## src/fldc_pkg.sv

```systemverilog
package fldc_pkg;
    // register indices (byte address is four times the index)
    localparam logic [7:0]  IDX_DROP_CFG   = 8'h2d;
    localparam logic [7:0]  IDX_DROP_THR   = 8'h2e;
    localparam logic [7:0]  IDX_MISC_MISC_CONFIG_FOUR  = 8'h31;
    localparam logic [7:0]  IDX_IRQ_STAT   = 8'h40;
    localparam logic [7:0]  IDX_IRQ_MASK   = 8'h41;
    // drop config fields
    localparam int          FORCE_DROP_BIT = 15;
    localparam int          FAST_EN_BIT    = 14;
    localparam int          CAUSE_LSB      = 8;
    localparam int          NSRC           = 5;
    localparam int          SRC_ENERGY     = 0;
    // threshold register
    localparam logic [2:0]  THR_RST        = 3'h1;
    localparam logic [2:0]  THR_STRAP_RST  = 3'h2;
    localparam logic [2:0]  RSV_THR_RST    = 3'h2;
    localparam int          THR_HI_LSB     = 8;
    localparam int          THR_MID_LSB    = 4;
    // misc config four fields
    localparam int          TEST_BIT       = 7;
    localparam int          TMR_LSB        = 5;
    localparam logic [1:0]  TMR_RST        = 2'h1;
    localparam int          RSV8_BIT       = 8;
    localparam int          RSV12_BIT      = 12;
    localparam logic [3:0]  MISC_RSV_VAL   = 4'h8;
    localparam int          MISC_RSV_LSB   = 1;
    // receive-control strap modes
    localparam logic [1:0]  RXC_MODE1      = 2'h1;
    localparam logic [1:0]  RXC_MODE2      = 2'h2;
    // negotiation timer durations in ns
    localparam int          TMR_NS_16MS    = 16000000;
    localparam int          TMR_NS_2US     = 2000;
    localparam int          TMR_NS_800US   = 800000;
    localparam int          TMR_NS_11MS    = 11000000;
    localparam int          CLK_NS         = 5;
    // ahb
    localparam logic [1:0]  HTRANS_NONSEQ  = 2'h2;
    localparam logic [1:0]  HTRANS_SEQ     = 2'h3;
endpackage : fldc_pkg

```

## src/fldc_neg_timer.sv

```systemverilog
`timescale 1ns/1ps
// counts the serial negotiation window selected by the two-bit timer field
module fldc_neg_timer
    import fldc_pkg::*;
#(
    parameter int T16 = TMR_NS_16MS / CLK_NS,
    parameter int T2U = TMR_NS_2US / CLK_NS,
    parameter int T8U = TMR_NS_800US / CLK_NS,
    parameter int T11 = TMR_NS_11MS / CLK_NS
)
(
    // clock and reset
    input  wire logic       hclk,
    input  wire logic       hresetn,
    // control
    input  wire logic       start,
    input  wire logic [1:0] sel,
    // status
    output logic            busy,
    output logic            done
);
    initial
    begin
        if (T2U < 1 || T16 >= (1 << 24))
            $error("timer counts out of range");
    end

    logic [23:0] cnt_ff;
    logic [23:0] load;

    // duration table
    always_comb
    begin
        case (sel)
            2'h3:    load = 24'(T11);
            2'h2:    load = 24'(T8U);
            2'h1:    load = 24'(T2U);
            default: load = 24'(T16);
        endcase
    end

    // down counter, done pulses on expiry
    always_ff @(posedge hclk or negedge hresetn)
    begin
        if (!hresetn)
        begin
            cnt_ff <= 24'h0;
            done   <= 1'b0;
        end
        else
        begin
            done <= (cnt_ff == 24'h1);
            if (start)
                cnt_ff <= load;
            else if (cnt_ff != 24'h0)
                cnt_ff <= cnt_ff - 24'h1;
        end
    end

    assign busy = (cnt_ff != 24'h0);
endmodule : fldc_neg_timer

```

## src/fldc_top.sv

```systemverilog
// The implementer's own choice: the AHB-Lite slave port.
`timescale 1ns/1ps
// Contract
// force-drop bit makes partner drop link while no signal is received
// software keeps fast-drop enable zero until link is up
// cause bits latch when source active, enabled and dropping the link
// cause bits: 12 descrambler, 11 rx err, 10 mlt3, 9 snr, 8 energy
// five source enables, bit 4 descrambler down to bit 0 energy
// energy loss when accumulator below threshold, threshold resets to one
// strap-enabled fast drop makes threshold default two
// software rewrites threshold to one after strap enable
// receive strap mode1/mode2 sets test bit; clearing it leaves test
// software clears test bit whenever it reads one
// timer field selects 16ms, 2us, 800us, 11ms; resets to 01
// port mirror bit enables mirroring, reset value from strap
// misc bits 4:1 ignore writes and read 1000
// cause bits clear on status read unless condition persists
module fldc_top
    import fldc_pkg::*;
#(
    parameter int ACC_W = 8
)
(
    // ahb-lite slave
    input  wire logic        hclk,
    input  wire logic        hresetn,
    input  wire logic        hsel,
    input  wire logic [31:0] haddr,
    input  wire logic [1:0]  htrans,
    input  wire logic        hwrite,
    input  wire logic [2:0]  hsize,
    input  wire logic [31:0] hwdata,
    input  wire logic        hready,
    output logic             hreadyout,
    output logic             hresp,
    output logic [31:0]      hrdata,
    // straps (pins)
    input  wire logic        strap_fast_drop,
    input  wire logic [1:0]  strap_rx_ctrl,
    input  wire logic        strap_mirror,
    // link monitors (pins)
    input  wire logic        link_up,
    input  wire logic        signal_present,
    input  wire logic [3:0]  src_fault,
    input  wire logic [ACC_W-1:0] energy_acc,
    input  wire logic        neg_start,
    // control outputs
    output logic             partner_drop,
    output logic             link_drop,
    output logic             test_mode,
    output logic             mirror_en,
    output logic             neg_busy,
    output logic             irq
);
    initial
    begin
        if (ACC_W < 3)
            $error("energy accumulator narrower than threshold");
    end

    // pin synchronisers
    logic [1:0]        s1_ff, s2_ff;
    logic [ACC_W-1:0]  acc1_ff, acc2_ff;
    logic [3:0]        flt1_ff, flt2_ff;
    logic [1:0]        rx1_ff, rx2_ff;
    logic [1:0]        ns1_ff, ns2_ff;
    logic              st1_ff, st2_ff;
    always_ff @(posedge hclk or negedge hresetn)
    begin
        if (!hresetn)
        begin
            s1_ff <= 2'h0; s2_ff <= 2'h0;
            acc1_ff <= '0; acc2_ff <= '0;
            flt1_ff <= 4'h0; flt2_ff <= 4'h0;
            rx1_ff <= 2'h0; rx2_ff <= 2'h0;
            ns1_ff <= 2'h0; ns2_ff <= 2'h0;
            st1_ff <= 1'b0; st2_ff <= 1'b0;
        end
        else
        begin
            s1_ff   <= {link_up, signal_present};
            s2_ff   <= s1_ff;
            acc1_ff <= energy_acc;
            acc2_ff <= acc1_ff;
            flt1_ff <= src_fault;
            flt2_ff <= flt1_ff;
            rx1_ff  <= strap_rx_ctrl;
            rx2_ff  <= rx1_ff;
            ns1_ff  <= {neg_start, strap_fast_drop};
            ns2_ff  <= ns1_ff;
            st1_ff  <= strap_mirror;
            st2_ff  <= st1_ff;
        end
    end
    wire link_s   = s2_ff[1];
    wire sig_s    = s2_ff[0];
    wire fdstrap  = ns2_ff[0];
    wire nstart_s = ns2_ff[1];
    wire mir_s    = st2_ff;

    // ahb address phase capture
    logic        wr_ff, rd_ff;
    logic [7:0]  idx_ff;
    wire         take = hsel && hready && (htrans == HTRANS_NONSEQ || htrans == HTRANS_SEQ);
    always_ff @(posedge hclk or negedge hresetn)
    begin
        if (!hresetn)
        begin
            wr_ff  <= 1'b0;
            rd_ff  <= 1'b0;
            idx_ff <= 8'h0;
        end
        else
        begin
            wr_ff  <= take && hwrite;
            rd_ff  <= take && !hwrite;
            idx_ff <= haddr[9:2];
        end
    end
    assign hreadyout = 1'b1;
    assign hresp     = 1'b0;

    function automatic logic hit(input logic [7:0] a, input logic [7:0] r);
        hit = (a == r);
    endfunction : hit

    wire wr_cfg  = wr_ff && hit(idx_ff, IDX_DROP_CFG);
    wire wr_thr  = wr_ff && hit(idx_ff, IDX_DROP_THR);
    wire wr_misc = wr_ff && hit(idx_ff, IDX_MISC_MISC_CONFIG_FOUR);
    wire wr_mask = wr_ff && hit(idx_ff, IDX_IRQ_MASK);
    wire rd_cfg  = take && !hwrite && hit(haddr[9:2], IDX_DROP_CFG);
    wire rd_irq  = take && !hwrite && hit(haddr[9:2], IDX_IRQ_STAT);

    // strap capture once the pin synchronisers hold the strap levels
    logic [2:0] strap_age_ff;
    always_ff @(posedge hclk or negedge hresetn)
    begin
        if (!hresetn)
            strap_age_ff <= 3'h0;
        else
            strap_age_ff <= {strap_age_ff[1:0], 1'b1};
    end
    wire strap_load = strap_age_ff[1] && !strap_age_ff[2]; // third edge after release

    // drop configuration register
    logic             force_ff, fast_en_ff;
    logic [NSRC-1:0]  src_sel_ff;
    always_ff @(posedge hclk or negedge hresetn)
    begin
        if (!hresetn)
        begin
            force_ff   <= 1'b0;
            fast_en_ff <= 1'b0;
            src_sel_ff <= '0;
        end
        else if (strap_load)
            fast_en_ff <= fdstrap;
        else if (wr_cfg)
        begin
            force_ff   <= hwdata[FORCE_DROP_BIT];
            fast_en_ff <= hwdata[FAST_EN_BIT];
            src_sel_ff <= hwdata[NSRC-1:0];
        end
    end

    // threshold register
    logic [2:0] thr_ff, rsv_hi_ff, rsv_mid_ff;
    always_ff @(posedge hclk or negedge hresetn)
    begin
        if (!hresetn)
        begin
            thr_ff     <= THR_RST;
            rsv_hi_ff  <= RSV_THR_RST;
            rsv_mid_ff <= RSV_THR_RST;
        end
        else if (strap_load)
        begin
            if (fdstrap)
                thr_ff <= THR_STRAP_RST;
        end
        else if (wr_thr)
        begin
            thr_ff     <= hwdata[2:0];
            rsv_hi_ff  <= hwdata[THR_HI_LSB +: 3];
            rsv_mid_ff <= hwdata[THR_MID_LSB +: 3];
        end
    end

    // misc config four register
    logic       test_ff, mir_ff, rsv8_ff;
    logic [1:0] tmr_ff;
    always_ff @(posedge hclk or negedge hresetn)
    begin
        if (!hresetn)
        begin
            test_ff <= 1'b0;
            mir_ff  <= 1'b0;
            rsv8_ff <= 1'b0;
            tmr_ff  <= TMR_RST;
        end
        else if (strap_load)
        begin
            test_ff <= (rx2_ff == RXC_MODE1) || (rx2_ff == RXC_MODE2);
            mir_ff  <= mir_s;
        end
        else if (wr_misc)
        begin
            test_ff <= hwdata[TEST_BIT];
            tmr_ff  <= hwdata[TMR_LSB +: 2];
            rsv8_ff <= hwdata[RSV8_BIT];
            mir_ff  <= hwdata[0];
        end
    end
    assign test_mode = test_ff;
    assign mirror_en = mir_ff;

    // drop sources, energy source compares accumulator with threshold
    logic [NSRC-1:0] src_act;
    always_comb
    begin
        src_act = {flt2_ff, 1'b0};
        src_act[SRC_ENERGY] = (acc2_ff < ACC_W'(thr_ff));
    end
    wire [NSRC-1:0] drop_vec = src_act & src_sel_ff & {NSRC{fast_en_ff && link_s}};
    always_ff @(posedge hclk or negedge hresetn)
    begin
        if (!hresetn)
            link_drop <= 1'b0;
        else
            link_drop <= |drop_vec;
    end

    // cause latch, set wins over read-clear
    logic [NSRC-1:0] cause_ff;
    always_ff @(posedge hclk or negedge hresetn)
    begin
        if (!hresetn)
            cause_ff <= '0;
        else if (rd_cfg)
            cause_ff <= drop_vec;
        else
            cause_ff <= cause_ff | drop_vec;
    end

    // partner drop forced while no signal is received
    always_ff @(posedge hclk or negedge hresetn)
    begin
        if (!hresetn)
            partner_drop <= 1'b0;
        else
            partner_drop <= force_ff && !sig_s;
    end

    // negotiation timer
    fldc_neg_timer u_tmr
    (
        .hclk    (hclk),
        .hresetn (hresetn),
        .start   (nstart_s),
        .sel     (tmr_ff),
        .busy    (neg_busy),
        .done    ()
    );

    // interrupt status and mask: bit per new cause latch
    logic [NSRC-1:0] ist_ff, imask_ff;
    always_ff @(posedge hclk or negedge hresetn)
    begin
        if (!hresetn)
            ist_ff <= '0;
        else if (rd_irq)
            ist_ff <= drop_vec;
        else
            ist_ff <= ist_ff | drop_vec;
    end
    always_ff @(posedge hclk or negedge hresetn)
    begin
        if (!hresetn)
            imask_ff <= '0;
        else if (wr_mask)
            imask_ff <= hwdata[NSRC-1:0];
    end
    assign irq = |(ist_ff & imask_ff);

    // read mux registered into data phase
    logic [31:0] rdat;
    always_comb
    begin
        rdat = 32'h0;
        case (haddr[9:2])
            IDX_DROP_CFG:
            begin
                rdat[FORCE_DROP_BIT] = force_ff;
                rdat[FAST_EN_BIT]    = fast_en_ff;
                rdat[CAUSE_LSB +: NSRC] = cause_ff;
                rdat[NSRC-1:0]       = src_sel_ff;
            end
            IDX_DROP_THR:
                rdat[15:0] = {5'h0, rsv_hi_ff, 1'b0, rsv_mid_ff, 1'b0, thr_ff};
            IDX_MISC_MISC_CONFIG_FOUR:
            begin
                rdat[RSV12_BIT] = 1'b1;
                rdat[RSV8_BIT]  = rsv8_ff;
                rdat[TEST_BIT]  = test_ff;
                rdat[TMR_LSB +: 2] = tmr_ff;
                rdat[MISC_RSV_LSB +: 4] = MISC_RSV_VAL;
                rdat[0] = mir_ff;
            end
            IDX_IRQ_STAT: rdat[NSRC-1:0] = ist_ff;
            IDX_IRQ_MASK: rdat[NSRC-1:0] = imask_ff;
            default: rdat = 32'h0;
        endcase
    end
    always_ff @(posedge hclk or negedge hresetn)
    begin
        if (!hresetn)
            hrdata <= 32'h0;
        else if (take && !hwrite)
            hrdata <= rdat;
    end

    // checks
    property p_force;
        @(posedge hclk) disable iff (!hresetn)
        (force_ff && !sig_s) |=> partner_drop;
    endproperty
    a_force: assert property (p_force) else $error("partner drop missing");

    property p_latch;
        @(posedge hclk) disable iff (!hresetn)
        drop_vec[SRC_ENERGY] |=> cause_ff[SRC_ENERGY];
    endproperty
    a_latch: assert property (p_latch) else $error("energy cause not latched");

    property p_hold;
        @(posedge hclk) disable iff (!hresetn)
        (cause_ff[NSRC-1] && !rd_cfg) |=> cause_ff[NSRC-1];
    endproperty
    a_hold: assert property (p_hold) else $error("cause lost without read");

    property p_clr;
        @(posedge hclk) disable iff (!hresetn)
        (rd_cfg && drop_vec == '0) |=> cause_ff == '0;
    endproperty
    a_clr: assert property (p_clr) else $error("cause not cleared by read");

    property p_ensel;
        @(posedge hclk) disable iff (!hresetn)
        (!fast_en_ff || src_sel_ff == '0) |=> !link_drop;
    endproperty
    a_ensel: assert property (p_ensel) else $error("drop while disabled");

    property p_energy;
        @(posedge hclk) disable iff (!hresetn)
        (fast_en_ff && link_s && src_sel_ff[SRC_ENERGY] && acc2_ff < ACC_W'(thr_ff))
            |=> link_drop;
    endproperty
    a_energy: assert property (p_energy) else $error("energy drop missing");

    property p_rsv;
        @(posedge hclk) disable iff (!hresetn)
        (take && !hwrite && haddr[9:2] == IDX_MISC_MISC_CONFIG_FOUR)
            |=> hrdata[MISC_RSV_LSB +: 4] == MISC_RSV_VAL;
    endproperty
    a_rsv: assert property (p_rsv) else $error("misc reserved field wrong");

    property p_testwr;
        @(posedge hclk) disable iff (!hresetn)
        (wr_misc && !strap_load && !hwdata[TEST_BIT]) |=> !test_mode;
    endproperty
    a_testwr: assert property (p_testwr) else $error("test bit not cleared");

    property p_mirror;
        @(posedge hclk) disable iff (!hresetn)
        (wr_misc && !strap_load) |=> mirror_en == $past(hwdata[0]);
    endproperty
    a_mirror: assert property (p_mirror) else $error("mirror bit not written");
endmodule : fldc_top

```

## config.mk

```make
export PLATFORM = sky130hd
export DESIGN_NAME = fldc_top
export DESIGN_NICKNAME = d
export VERILOG_FILES = /design/src/fldc_pkg.sv /design/src/fldc_neg_timer.sv /design/src/fldc_top.sv
export SDC_FILE = /design/constraint.sdc
export NUM_CORES = 1
export LEC_CHECK = 0
export ABC_AREA = 1
export BUFFER_PORTS_ARGS = -buffer_cell sky130_fd_sc_hd__buf_2
export CAP_MARGIN = 10
export CORE_AREA = 2 2 112 114
export DETAILED_ROUTE_END_ITERATION = 10
export DIE_AREA = 0 0 114 116
export GPL_ROUTABILITY_DRIVEN = 0
export PLACE_DENSITY = 0.76
export SYNTH_ARGS = -nofsm -noshare
export SYNTH_HDL_FRONTEND = slang
export SYNTH_HIERARCHICAL = 1
export SYNTH_SLANG_ARGS = --single-unit
export TNS_END_PERCENT = 1
```

## constraint.sdc

```tcl
create_clock -name hclk -period 1.4 [get_ports hclk]
set_input_delay 0.28 -clock hclk [delete_from_list [all_inputs] [get_ports hclk]]
set_output_delay 0.28 -clock hclk [all_outputs]
set_load 0.01 [all_outputs]
```

# Yosys cells after proc, flatten, opt, wreduce, memory -nomap -nowiden

Cells that the tools add are included.

Register bits: 127
Latch bits: 0
Bits in writable memories: 0
Bits in read-only memories: 0
Input bits: 93
Output and inout port bits: 40
Logic and storage cells: 106
Memories kept: 0

$add $sub $neg: 1
$mul: 0
Divide/modulo/power cells: 0
$lt $le $gt $ge: 1
Equal/unequal tests: 17
Shift operators: 0
Mux-type cells: 20
Bitwise gates (word level): 6
Reductions and logical operators: 29

Operators with widths:

| kind                  | number |
|---|---|
| $pmux 22 s3           | 1 |
| $eq 8x6->1 const B    | 6 |
| $mux 24               | 2 |
| $pmux 5 s5            | 1 |
| $eq 8x7->1 const B    | 3 |
| $reduce_bool 24->1    | 1 |
| $sub 24x1->24 const B | 1 |
| $and 5x5->5           | 3 |
| $logic_and 1x1->1     | 13 |
| $pmux 3 s2            | 2 |
| $eq 2x2->1 const B    | 5 |
| $mux 5                | 2 |
| $or 5x5->5            | 2 |
| $reduce_or 5->1       | 2 |
| $mux 3                | 3 |
| $lt 8x3->1            | 1 |
| $reduce_and 2->1      | 4 |
| $reduce_bool 2->1     | 4 |
| $mux 1                | 6 |
| $eq 2x1->1 const B    | 2 |
| $logic_not 1->1       | 3 |
| $pmux 1 s3            | 1 |
| $logic_or 1x1->1      | 2 |
| $mux 2                | 1 |
| 3 further kinds       | 3 |

# Logic depth before layout (Yosys ltp)

Depth in word-level cells: 6
Gate-level depth with buffers: 9
Mapped depth without buffers: 9

# Modules after synthesis

Netlist, hierarchy kept.

By module, submodules not included:

| module         | times used | cells each | area each (um2) | sequential area each (um2) |
|---|---|---|---|---|
| fldc_top       | 1          | 390        | 4085.2          | 2582.5 |
| fldc_neg_timer | 1          | 232        | 1710.4          | 625.6 |

# Worst setup path after synthesis

Ideal clock, no wire load.

Path kind: flip-flop to flip-flop
Start: reg u_tmr.cnt_ff[0]
End: reg u_tmr.cnt_ff[20]
Data arrival time: 1.348 ns
Required time: 1.283 ns
Path slack: -0.065 ns
Stages on the path, launching flop included: 10
Path buffers: 0
Cell sequence: dfrtp_1 > inv_1 > ha_1 > nand2_2 > nor2_2 > nand2_1 > nor2_1 > nand2_1 > nand3_1 > nand2_1

Longest elaborated chain between the ends: 3
Elaborated cells on any way between the ends: 5
Classes of those cells: add/sub: 1; mux: 2; reduce/logical: 2

RTL lines:

| element                | RTL line             | source |
|---|---|---|
| start, declared        | fldc_neg_timer.sv:28 | `logic [23:0] cnt_ff;` |
| start signal, assigned | fldc_neg_timer.sv:54 | `cnt_ff <= load;` |
| start signal, assigned | fldc_neg_timer.sv:56 | `cnt_ff <= cnt_ff - 24'h1;` |
| $sub 24x1->24          | fldc_neg_timer.sv:56 |  |
| $mux 24                | fldc_neg_timer.sv:55 | `else if (cnt_ff != 24'h0)` |
| $mux 24                | fldc_neg_timer.sv:53 | `if (start)` |

Parallel ways exist; a longest one is shown, timed or not. The select of a mux whose other input is x is not followed.
A chain may end at the register's enable or synchronous reset.

# Worst setup path in the final report

Start: reg u_tmr.cnt_ff[14]
End: out neg_busy

Longest elaborated chain between the ends: 1

RTL lines:

| element            | RTL line             | source |
|---|---|---|
| $reduce_bool 24->1 | fldc_neg_timer.sv:60 | `assign busy = (cnt_ff != 24'h0);` |
| end, declared      | fldc_top.sv:52       | `output logic neg_busy,` |

Every way passes these cells.

==> qor.csv <==
metric,value,unit
p_leak,3.86,nW
synth_area,5750,µm²
syn_to_final_growth,33.5,%
start_util,48.2,%
die_x,114,µm
cts_buffer_depth,2,
max_freq,583,MHz
grt_pass1_vias,4845,
detail-route-antenna-nets,0,
startpoint_type,register,
ff_latch_area,3180,µm²
yosysWarnings,6,
antenna_found_initial,0,
powerDensity,1210,nW/µm²
tritoncts,yes,
fp.dieH,116,µm
hold_path_class,in -> reg,
post-route-min-period,1.71,ns
r2r_cells,9,
die_area,13200,µm²
clock_skew,0.0119,ns
wl_per_cell,15.1,µm
setup-tns-final,-3.70,ns
avgSynthCellArea,9.31,µm²
wl_met3,961,µm
pin_count,133,
drv_cap,0,
fin_total_pwr,9.26,mW
final_core_util,64.4,%
dr_total_vias,4878,
grtUsageTotal,22.3,%
instances_no_fill,946,
required,1.12,ns
routed-wl-met2,7290,µm
rsz0062_at_grt,true,
grt_max_degree,32,
end_kind,output pin,
placed_cells,874,
port_buffers,66,
min_period_over_period,122,%
fillers,882,
cts_htree_levels,4,
crit_type,reg -> out,
drt-met1-wl,5630,µm
timing.hold.ws,0.0162,ns
multi_input_area,2370,µm²
crit_path_top_delay_cell,dfrtp_1,
path_delay_family,simple AND/OR/NAND/NOR gates,
route.detailed.drc,0,
rows,40,
slew_viol_final,0,
violations,setup timing,
layout_setup_ws,-0.315,ns
placed_area,6580,µm²
n_antenna_cell,0,
cp_slowest_stage_delay,0.39,ns
syn_inst,617,
drt_pre_antenna_iters,8,
r2r_slack,-0.21,ns
cp_num_cells,5,
setup_viol,27,
nets,888,
worstMarginPinSlew,0.587,ns
dp_hpwl,9690,µm
regToRegStartpoint,u_tmr/cnt_ff[14]$_DFFE_PN0P_,
arrival,1.43,ns
clkTransAtPathRegs,0.06,ns
slew_headroom,60.8,%
cp_num_buf_inv,1,
numCtsBuffers,17,
clk_latency,0.41,ns
vias_per_cell,5.16,
hold_viol_final,0,
max-vdd-ir-drop,0.000952,V
clock_sinks,127,
grt_pass1_wl,22700,µm
highest-signal-layer,met4,
reg2reg_to,u_tmr/cnt_ff[0]$_DFFE_PN0P_,
drt_iter0_markers,357,
crit_end,neg_busy,
crit_path_start,u_tmr/cnt_ff[14]$_DFFE_PN0P_,
overflow,0,
status,"complete, but fails checks",
cts-root-buf,clkbuf_16,
drive_gt1_share,32.5,%
place_ws,-0.0929,ns
core-area,11900,µm²
crit_fanout,2,
cp_cell_sequence,"nor2_2, nand2_2, nor2_4, nand3_4, buf_6",
final_area,7670,µm²
finalWirelength,14300,µm
how the worst min path moves through the flow:
stage                   from              endpoint  slack, ns  depth (start not counted)
finish              haddr[8]   idx_ff[6]$_DFF_PN0_       0.02                          1
global route        haddr[8]   idx_ff[6]$_DFF_PN0_      0.006                          1
CTS                 haddr[8]   idx_ff[6]$_DFF_PN0_     0.0007                          1
detailed placement   hresetn   ns2_ff[1]$_DFF_PN0_       0.22                          1
global placement     hresetn   ns1_ff[1]$_DFF_PN0_       0.22                          1
floorplan            hresetn  acc1_ff[0]$_DFF_PN0_      -0.02                          0
layout by cell type (no fill, tap or decap), drive strengths merged:
cell,instances
nor2,77
nand3b,1
o21bai,2
a21oi,10
a22o,1
nand2,167
dfrtp,123
buf,132
bufinv,1
nor4,1
clkbuf,17
nor3,4
or2,6
conb,20
a221oi,1
inv,65
ha,9
xor2,8
dlygate4sd3,25
o21ai,43
and3,2
o211ai,3
xnor2,1
nand3,55
nand4,11
o22ai,1
a22oi,1
clkinv,7
nor4b,1
dfstp,4
metal layers:
metal / up-vias / GRT usage [%]
li1: 2293 / -
met1: 2305 / 27.2
met2: 235 / 38.1
met3: 45 / 5.02
met4: 0 / 9.84
met5: - / 0
registers in the layout (all words and copies together), names as in the netlist, 3 cells and up:
signal,flops
src_sel_ff,5
hrdata,15
u_tmr/cnt_ff,24
imask_ff,5
flt1_ff,4
ist_ff,5
rsv_mid_ff,3
acc2_ff,8
flt2_ff,4
cause_ff,5
rsv_hi_ff,3
strap_age_ff,3
thr_ff,3
acc1_ff,8
idx_ff,8
power breakdown:
part | switching, mW | internal [mW]
Clock | 1.74 | 2.50
Sequential | 0.118 | 3.84
Combinational | 0.610 | 0.447
repair_timing:
action / in CTS / in global routing
endpoints found under the setup margin: 30 / 53
hold endpoints to repair: 40 / 0
resized for setup: 20 / 25
cloned: 0 / 0
buffers inserted: 11 / 4
hold buffers: 25 / 0
pin swaps: 14 / 6
final cells by class:
| type | instances | share of cell area [%] |
|---|---|---|
| Sequential cell | 127 | 41.5 |
| Multi-Input combinational cell | 425 | 31.0 |
| Timing Repair Buffer | 157 | 14.7 |
| Clock buffer | 17 | 5.55 |
| Inverter | 58 | 2.90 |
| Tap cell | 147 | 2.40 |
| Clock inverter | 15 | 1.96 |
Note: power is estimated with default switching activity, not from simulation.
